[src/verilog/xmc_defs.vh]
/*
 * Constants for the external memory bus controller: register offsets,
 * field positions, reset values, address boundaries and sector limits.
 * Assumes it is included by bare name from the design file.
 */
`ifndef XMC_DEFS_VH
`define XMC_DEFS_VH

// Register offsets on the plain register port
`define XMC_ADDR_W         2
`define XMC_OFF_CONFIG     2'h0
`define XMC_OFF_KEEPER     2'h1

// Config register fields
`define XMC_CFG_EN_BIT     7
`define XMC_CFG_SRL_HI     6
`define XMC_CFG_SRL_LO     4
`define XMC_CFG_UPW_HI     3
`define XMC_CFG_UPW_LO     2
`define XMC_CFG_LOW_HI     1
`define XMC_CFG_LOW_LO     0
`define XMC_CFG_RESET      8'h00

// Keeper and mask register fields
`define XMC_KM_KEEP_BIT    7
`define XMC_KM_MASK_HI     2
`define XMC_KM_MASK_LO     0
`define XMC_KM_WMASK       8'h87
`define XMC_KM_RESET       8'h00

// Address map
`define XMC_INT_TOP        16'h20FF
`define XMC_SECT_BASE      16'h2100

// Upper sector start per limit code 010..111
`define XMC_LIM_2          16'h4000
`define XMC_LIM_3          16'h6000
`define XMC_LIM_4          16'h8000
`define XMC_LIM_5          16'hA000
`define XMC_LIM_6          16'hC000
`define XMC_LIM_7          16'hE000

// Wait-state codes
`define XMC_WS_NONE        2'h0
`define XMC_WS_ONE         2'h1
`define XMC_WS_TWO         2'h2
`define XMC_WS_TWO_HOLD    2'h3

`endif

[src/verilog/xmc_ctrl.v]
/*
 * External memory bus controller: two control registers, address map
 * decode, sector and wait-state selection, strobe sequencing, bus keeper,
 * high address masking and pin takeover of the port pins.
 * Assumes a core request port synchronous to i_clk, one request at a time,
 * and a pad ring that resolves pins from the active-low output enables.
 */
`timescale 1ns/1ps
`include "xmc_defs.vh"

// Summary of operation
// - Enable bit hands data, address, latch and strobe pins to the memory interface.
// - While enabled, interface pin control overrides the port direction settings.
// - Enable cleared: no external access, pins follow port values and directions.
// - Sector limit field sits in bits 6..4, resets zero, meaning one sector.
// - With one sector, every access uses the upper sector wait bits.
// - Codes 00x: all upper; 010..111 put upper start at 4000..E000.
// - Bits 3..2 select wait states for the upper sector.
// - Bits 1..0 select wait states for the lower sector.
// - Waits: 0, +1 strobe, +2 strobe, +2 strobe plus one idle cycle.
// - Keeper bit holds last driven data value while the lines float.
// - Keeper follows only its own bit, regardless of interface enable.
// - Bits 6..3 of the keeper register are reserved and read zero.
// - Mask code n removes n top address bits; 7 removes all eight.
// - Addresses up to 20FF are internal and never go external.
// - Internal accesses still toggle address, data and latch, never strobes.
// - Low address valid at latch fall; latch stays low during data phase.
module xmc_ctrl #(
	parameter DATA_W = 8,
	parameter HI_W   = 8
) (
	// Clock and reset
	input  wire              i_clk,
	input  wire              i_rst,
	// Register port
	input  wire [`XMC_ADDR_W-1:0] i_reg_addr,
	input  wire [7:0]        i_reg_wdata,
	input  wire              i_reg_wr,
	input  wire              i_reg_rd,
	output reg  [7:0]        o_reg_rdata,
	// Core data-space request
	input  wire              i_req,
	input  wire              i_req_write,
	input  wire [15:0]       i_req_addr,
	input  wire [DATA_W-1:0] i_req_wdata,
	output reg               o_req_done,
	output reg               o_req_ext,
	output reg  [DATA_W-1:0] o_req_rdata,
	// Port values and directions for normal pin use (direction 1 = output)
	input  wire [DATA_W-1:0] i_port_ad_out,
	input  wire [DATA_W-1:0] i_port_ad_dir,
	input  wire [HI_W-1:0]   i_port_hi_out,
	input  wire [HI_W-1:0]   i_port_hi_dir,
	// Multiplexed address/data pins
	input  wire [DATA_W-1:0] i_ad_pin,
	output reg  [DATA_W-1:0] o_ad_pin,
	output reg  [DATA_W-1:0] o_ad_oe_n,
	output reg               o_ad_keep,
	// High address pins
	output reg  [HI_W-1:0]   o_hi_pin,
	output reg  [HI_W-1:0]   o_hi_oe_n,
	// Strobes and latch (strobes active low)
	output reg               o_ale,
	output reg               o_rd_n,
	output reg               o_wr_n,
	output reg               o_iface_on
);

	/********************************************
	 * Constants
	 ********************************************/
	localparam ST_IDLE  = 3'h0;
	localparam ST_ADDR  = 3'h1;
	localparam ST_STRB  = 3'h2;
	localparam ST_WAIT  = 3'h3;
	localparam ST_DONE  = 3'h4;
	localparam ST_HOLD  = 3'h5;

	/********************************************
	 * Functions
	 ********************************************/
	// Start of the upper sector for a limit code
	function [15:0] upper_start;
		input [2:0] code;
		begin
			case (code)
				3'h2:    upper_start = `XMC_LIM_2;
				3'h3:    upper_start = `XMC_LIM_3;
				3'h4:    upper_start = `XMC_LIM_4;
				3'h5:    upper_start = `XMC_LIM_5;
				3'h6:    upper_start = `XMC_LIM_6;
				3'h7:    upper_start = `XMC_LIM_7;
				default: upper_start = `XMC_SECT_BASE;
			endcase
		end
	endfunction

	// Mask of high address bits still used by the interface
	function [HI_W-1:0] hi_keep_mask;
		input [2:0] code;
		integer k;
		begin
			hi_keep_mask = {HI_W{1'b0}};
			for (k = 0; k < HI_W; k = k + 1) begin
				if (code != 3'h7 && k < HI_W - code)
					hi_keep_mask[k] = 1'b1;
			end
		end
	endfunction

	/********************************************
	 * Registers
	 ********************************************/
	reg  [7:0]        cfg_ff;
	reg  [7:0]        km_ff;
	reg  [2:0]        state_ff;
	reg  [2:0]        nxt_state;
	reg  [1:0]        wcnt_ff;
	reg  [1:0]        nxt_wcnt;
	reg  [1:0]        ws_ff;
	reg               wr_ff;
	reg               ext_ff;
	reg  [15:0]       addr_ff;
	reg  [DATA_W-1:0] wdata_ff;
	reg  [DATA_W-1:0] last_ad_ff;

	wire              en      = cfg_ff[`XMC_CFG_EN_BIT];
	wire [2:0]        srl     = cfg_ff[`XMC_CFG_SRL_HI:`XMC_CFG_SRL_LO];
	wire [1:0]        up_ws   = cfg_ff[`XMC_CFG_UPW_HI:`XMC_CFG_UPW_LO];
	wire [1:0]        lo_ws   = cfg_ff[`XMC_CFG_LOW_HI:`XMC_CFG_LOW_LO];
	wire              keep_en = km_ff[`XMC_KM_KEEP_BIT];
	wire [2:0]        hmask   = km_ff[`XMC_KM_MASK_HI:`XMC_KM_MASK_LO];
	wire [HI_W-1:0]   hi_used = hi_keep_mask(hmask);

	// Internal space never leaves the chip, and nothing does when disabled
	wire req_ext   = en && (i_req_addr > `XMC_INT_TOP);
	// One sector for codes 00x: upper wait bits cover everything
	wire one_sect  = (srl[2:1] == 2'h0);
	wire in_upper  = one_sect || (i_req_addr >= upper_start(srl));
	wire [1:0] sel_ws = in_upper ? up_ws : lo_ws;

	/********************************************
	 * Register port
	 ********************************************/
	always @(posedge i_clk or posedge i_rst) begin
		if (i_rst) begin
			cfg_ff      <= `XMC_CFG_RESET;
			km_ff       <= `XMC_KM_RESET;
			o_reg_rdata <= 8'h00;
		end else begin
			if (i_reg_wr && i_reg_addr == `XMC_OFF_CONFIG)
				cfg_ff <= i_reg_wdata;
			if (i_reg_wr && i_reg_addr == `XMC_OFF_KEEPER)
				km_ff <= i_reg_wdata & `XMC_KM_WMASK;
			if (i_reg_rd) begin
				case (i_reg_addr)
					`XMC_OFF_CONFIG: o_reg_rdata <= cfg_ff;
					`XMC_OFF_KEEPER: o_reg_rdata <= km_ff;
					default:         o_reg_rdata <= 8'h00;
				endcase
			end else begin
				o_reg_rdata <= 8'h00;
			end
		end
	end

	/********************************************
	 * Access sequencer
	 ********************************************/
	// Every request while enabled runs the same address phase so internal accesses
	// show latch activity too; only external ones assert strobes.
	always @* begin
		nxt_state = state_ff;
		nxt_wcnt  = wcnt_ff;
		case (state_ff)
			ST_IDLE: begin
				if (i_req)
					nxt_state = en ? ST_ADDR : ST_DONE;
			end
			ST_ADDR: begin
				nxt_state = ST_STRB;
				nxt_wcnt  = (ws_ff == `XMC_WS_NONE) ? 2'h0 :
				            (ws_ff == `XMC_WS_ONE)  ? 2'h1 : 2'h2;
			end
			ST_STRB: begin
				if (wcnt_ff == 2'h0)
					nxt_state = ST_DONE;
				else
					nxt_state = ST_WAIT;
			end
			ST_WAIT: begin
				nxt_wcnt = wcnt_ff - 2'h1;
				if (wcnt_ff == 2'h1)
					nxt_state = ST_DONE;
			end
			ST_DONE: begin
				nxt_state = (ext_ff && ws_ff == `XMC_WS_TWO_HOLD) ? ST_HOLD : ST_IDLE;
			end
			ST_HOLD: begin
				nxt_state = ST_IDLE;
			end
			default: begin
				nxt_state = ST_IDLE;
			end
		endcase
	end

	always @(posedge i_clk or posedge i_rst) begin
		if (i_rst) begin
			state_ff    <= ST_IDLE;
			wcnt_ff     <= 2'h0;
			ws_ff       <= `XMC_WS_NONE;
			wr_ff       <= 1'b0;
			ext_ff      <= 1'b0;
			addr_ff     <= 16'h0000;
			wdata_ff    <= {DATA_W{1'b0}};
			o_req_done  <= 1'b0;
			o_req_ext   <= 1'b0;
			o_req_rdata <= {DATA_W{1'b0}};
		end else begin
			state_ff   <= nxt_state;
			wcnt_ff    <= nxt_wcnt;
			o_req_done <= (state_ff == ST_DONE);
			if (state_ff == ST_IDLE && i_req) begin
				ws_ff    <= sel_ws;
				wr_ff    <= i_req_write;
				ext_ff   <= req_ext;
				addr_ff  <= i_req_addr;
				wdata_ff <= i_req_wdata;
			end
			if (state_ff == ST_DONE) begin
				o_req_ext   <= ext_ff;
				o_req_rdata <= i_ad_pin;
			end
		end
	end

	/********************************************
	 * Pins
	 ********************************************/
	wire in_cycle  = (state_ff != ST_IDLE) && (state_ff != ST_HOLD) && en;
	wire addr_ph   = (state_ff == ST_ADDR);
	wire data_ph   = in_cycle && !addr_ph;
	wire drive_wr  = data_ph && wr_ff;
	wire strobe    = ext_ff && (state_ff == ST_STRB || state_ff == ST_WAIT);

	always @(posedge i_clk or posedge i_rst) begin
		if (i_rst) begin
			o_ad_pin   <= {DATA_W{1'b0}};
			o_ad_oe_n  <= {DATA_W{1'b1}};
			o_ad_keep  <= 1'b0;
			o_hi_pin   <= {HI_W{1'b0}};
			o_hi_oe_n  <= {HI_W{1'b1}};
			o_ale      <= 1'b0;
			o_rd_n     <= 1'b1;
			o_wr_n     <= 1'b1;
			o_iface_on <= 1'b0;
			last_ad_ff <= {DATA_W{1'b0}};
		end else begin
			o_iface_on <= en;
			o_ad_keep  <= keep_en;
			// Latch high in address phase, low for data; falls with address valid
			o_ale  <= (nxt_state == ST_ADDR);
			o_rd_n <= !(strobe && !wr_ff);
			o_wr_n <= !(strobe && wr_ff);
			if (en) begin
				// Interface owns the pins whatever the port directions say
				if (nxt_state == ST_ADDR) begin
					o_ad_pin  <= i_req_addr[DATA_W-1:0];
					o_ad_oe_n <= {DATA_W{1'b0}};
				end else if (addr_ph || drive_wr) begin
					o_ad_pin  <= addr_ph ? addr_ff[DATA_W-1:0] : wdata_ff;
					o_ad_oe_n <= {DATA_W{1'b0}};
					if (drive_wr)
						o_ad_pin <= wdata_ff;
				end else begin
					o_ad_pin  <= keep_en ? last_ad_ff : {DATA_W{1'b0}};
					o_ad_oe_n <= {DATA_W{1'b1}};
				end
			end else begin
				o_ad_pin  <= i_port_ad_out;
				o_ad_oe_n <= ~i_port_ad_dir;
			end
			if (!o_ad_oe_n[0])
				last_ad_ff <= o_ad_pin;
			begin : hi_pins
				integer b;
				for (b = 0; b < HI_W; b = b + 1) begin
					// Masked bits fall back to port use, so software can alias low memory
					if (en && hi_used[b]) begin
						o_hi_pin[b]  <= (nxt_state == ST_ADDR) ? i_req_addr[DATA_W+b]
						                : o_hi_pin[b];
						o_hi_oe_n[b] <= 1'b0;
					end else begin
						o_hi_pin[b]  <= i_port_hi_out[b];
						o_hi_oe_n[b] <= ~i_port_hi_dir[b];
					end
				end
			end
		end
	end

endmodule // xmc_ctrl

[config.mk]
export PLATFORM = sky130hd
export DESIGN_NAME = xmc_ctrl
export DESIGN_NICKNAME = d
export VERILOG_FILES = /design/src/verilog/xmc_ctrl.v
export VERILOG_INCLUDE_DIRS = /design/src /design/src/verilog
export SDC_FILE = /design/constraint.sdc
export NUM_CORES = 1
export LEC_CHECK = 0
export BUFFER_PORTS_ARGS = -buffer_cell sky130_fd_sc_hd__buf_2
export CAP_MARGIN = 40
export CORE_MARGIN = 1
export CORE_UTILIZATION = 40
export CTS_BUF_LIST = sky130_fd_sc_hd__clkbuf_16
export DETAILED_ROUTE_END_ITERATION = 6
export SETUP_SLACK_MARGIN = 0.02
export SYNTH_ARGS = -nofsm -noshare
export SYNTH_HDL_FRONTEND = slang
export SYNTH_SLANG_ARGS = --single-unit
[constraint.sdc]
create_clock -name i_clk -period 4 [get_ports i_clk]
set_clock_uncertainty 0.05 [all_clocks]
set_input_delay 0.4 -clock i_clk [delete_from_list [all_inputs] [get_ports i_clk]]
set_output_delay 0.4 -clock i_clk [all_outputs]
set_load 0.01 [all_outputs]
==> flow_metrics.py <==
metrics = {
    "cts": {
        "cts_setup_buffers": 0,
        "cts-buffers-inserted": 9,
        "cts_root_buf": "clkbuf_16",
        "postCtsResizedCells": 0,
        "cts.sinks": 100,
        "clk_latency_ns": 0.34,
        "clock_tree.buffer_depth": 2,
        "cts_tree": "yes",
        "cts_max_level": 3,
        "clk_pin_slew_ns": 0.07,
        "cts_hold_buf": 0,
    },
    "flow_run": {
        "drv_cap": 0,
    },
    "sta": {
        "rsz0062_at_grt": "no",
        "period_minus_slack_ns": 2.27,
        "max_slew.worst_pin.slew_ns": 0.882,
        "hold_viol": 0,
        "fmax_ghz": 0.440,
        "setup-tns-final_ns": 0,
        "setup_ws_ns": 1.73,
        "slew_violations": 0,
        "relSlewSlack_pct": 41.2,
        "setup_viol": 0,
        "fin_crit_sh_pct": 56.8,
    },
    "setup_path": {
        "crit_fanout": 28,
        "arrival_ns": 2.47,
        "slowest_stage": "or4b_1",
        "cpPeakStageDelay_ns": 0.95,
        "critical_path_class": "flip-flop to flip-flop",
        "rr_worst_depth": 4,
        "worst_setup_path_end_kind": "flip-flop",
        "cp.required_ns": 4.19,
        "reg2reg_slack_ns": 1.73,
        "critPathLaunchType": "flip-flop",
        "path_cells": "or4b_1 > nand2_2 > a221oi_1 > a221oi_2",
    },
    "detailed_routing": {
        "vias_per_cell": 5.05,
        "routedWlPerCell_um": 15.3,
        "drt_wl_total_um": 10100,
        "dr.pass1.iters": 5,
        "first_iter_violations": 71,
        "drc_errors": 0,
        "postRouteAntennaNets": 0,
        "num_vias": 3320,
    },
    "synthesis": {
        "synth.top_cells.by_area": "dfrtp_1 47%, dfstp_2 11%, mux2_2 6.1%",
        "synth-edff-count": 0,
        "yosysTopAreaCell": "dfrtp_1",
        "synth.top_cells.by_count": "82 x dfrtp_1, 58 x nand2_1, 33 x nor2_1",
        "seq_area_frac_synth_pct": 57.3,
        "synth_most_common_cell": "dfrtp_1",
        "ys_seq_elements": 100,
        "yosys.area.top_type_share_pct": 46.6,
        "synthCells": 384,
        "synth.avg_cell_area_um2": 11.5,
        "ys.warnings.count": 0,
        "synthFlopType": "dfrtp_1",
        "yosysUniqueCellTypes": 51,
        "async_reset_ff_share_pct": 100,
        "mappedNetlistNets": 473,
        "netlist_area_um2": 4400,
    },
    "grt": {
        "grt_usage_pct": 18.5,
        "grt_max_degree": 39,
        "antenna_found_initial": 2,
        "grt-ovfl-total": 0,
        "grt.busiest_layer": "met2",
        "grt_pass1_vias": 3382,
        "met2_usage_pct": 30.0,
        "grt_pass1_wl_um": 16400,
        "met3_usage_pct": 4.50,
        "grtUsageMet1_pct": 24.3,
    },
    "floorplanning": {
        "num_io_pins": 135,
        "start_util_pct": 41.9,
        "num_rows": 37,
        "fp.dieH_um": 107,
        "core_area_um2": 10500,
        "die_w_um": 107,
        "dieArea_um2": 11400,
    },
    "power": {
        "ir_worst_vdd_v": 0.000239,
        "p_leak_nw": 2.70,
        "pwr_density_cell_nw_per_um2": 662,
    },
    "finish": {
        "final_layout_size_suffix_gt1_share_pct": 39.8,
        "nets": 606,
        "antennaDiodeCount": 0,
        "area_delta_synth_final_pct": 24.9,
        "layout.cells.non_filler": 658,
    },
    "place": {
        "dp_cells": 642,
        "place_ws_ns": 1.75,
        "place_congestion": 0.794,
        "hpwl_um": 7700,
        "io_buffers": 134,
    },
    "min_path": {
        "hold_class": "input pin to asynchronous set/reset pin",
    },
    "run_status": {
        "status": "completed",
    },
}
-- where the power goes --
group	internal, mW	leakage, nW	switching [mW]
sequential	1.41	1.18	0.245
clock	0.477	0.141	0.362
combinational	0.530	1.38	0.624
total	2.41	2.70	1.23
-- critical path: cells and delay by family (launching register included) --
family             cells  cell delay (ns)
AOI/OAI and AO/OA      2             0.35
DFF                    1             0.54
and+or+nand+nor        2             1.25
-- layout by cell type (no fill, tap or decap), drive strengths merged, types with 3 or more instances in the layout --
cell      n
dfrtp    82
nor2b     9
inv      13
nand2b    3
buf     140
nand3    11
nor3      3
o21a      5
mux2     37
a221oi   16
a21oi     8
dfstp    18
nor2     33
clkbuf    9
nand2    60
o31ai     3
o21ai    13
o211ai    3
mux2i     9
ha        9
nand4     4
-- cell type report --
cell class | count | area, µm²
tap | 136 | 170
timing repair buffer | 140 | 716
inverter | 11 | 43.8
clock buffer | 9 | 225
fill | 965 | 5010
clock inverter | 7 | 61.3
sequential | 100 | 2520
multi-input combinational | 255 | 1760
-- per-stage QoR --
stage	power, mW	cell area (µm²)	hold WS, ns	utilization (%)
2_1_floorplan	2.41	4400	0.299	-
3_3_place_gp	2.79	5210	0.382	49.6
3_5_place_dp	2.84	5220	0.377	49.6
4_1_cts	3.69	5500	0.0156	52.4
5_1_grt	3.90	5500	0.0390	52.4
6_report	3.65	5500	0.00315	52.4
-- registers in the layout, indices dropped and copies added (netlist names) --
name         cells
o_iface_on       1
cfg_ff           8
ext_ff           1
o_reg_rdata      8
wr_ff            1
addr_ff          8
o_rd_n           1
last_ad_ff       8
o_ad_keep        1
ws_ff            2
wcnt_ff          2
km_ff            4
o_ad_oe_n        8
o_ad_pin         8
o_wr_n           1
o_ale            1
o_req_rdata      8
o_hi_pin         8
state_ff         3
wdata_ff         8
o_req_ext        1
o_req_done       1
o_hi_oe_n        8
-- logic make-up after synthesis --
group | share of synthesized area [%]
compound gates | 11.1
fa+ha+maj | 2.56
buf+inv | 2.67
flops | 57.3
mux | 11.5
simple gates | 14.8
-- metal layers --
| layer | part of all wire, % | vias up |
|---|---|---|
| met2 | 48 | 87 |
| met4 | 0.98 | 4 |
| li1 | - | 1620 |
| met1 | 45 | 1597 |
| met3 | 5.3 | 12 |
| met5 | 0.29 | - |
-- path summary, 6_finish.rpt --
kind                             startpoint        endpoint
min                                   i_rst  o_reg_rdata[4]
max in group asynchronous             i_rst    o_hi_oe_n[4]
max                             state_ff[1]     o_ad_pin[2]
max reg2reg                     state_ff[1]     o_ad_pin[2]
min reg2reg                        km_ff[7]       o_ad_keep
min in group i_clk         i_port_hi_dir[2]    o_hi_oe_n[2]
Note: power is estimated with default switching activity, not from simulation.
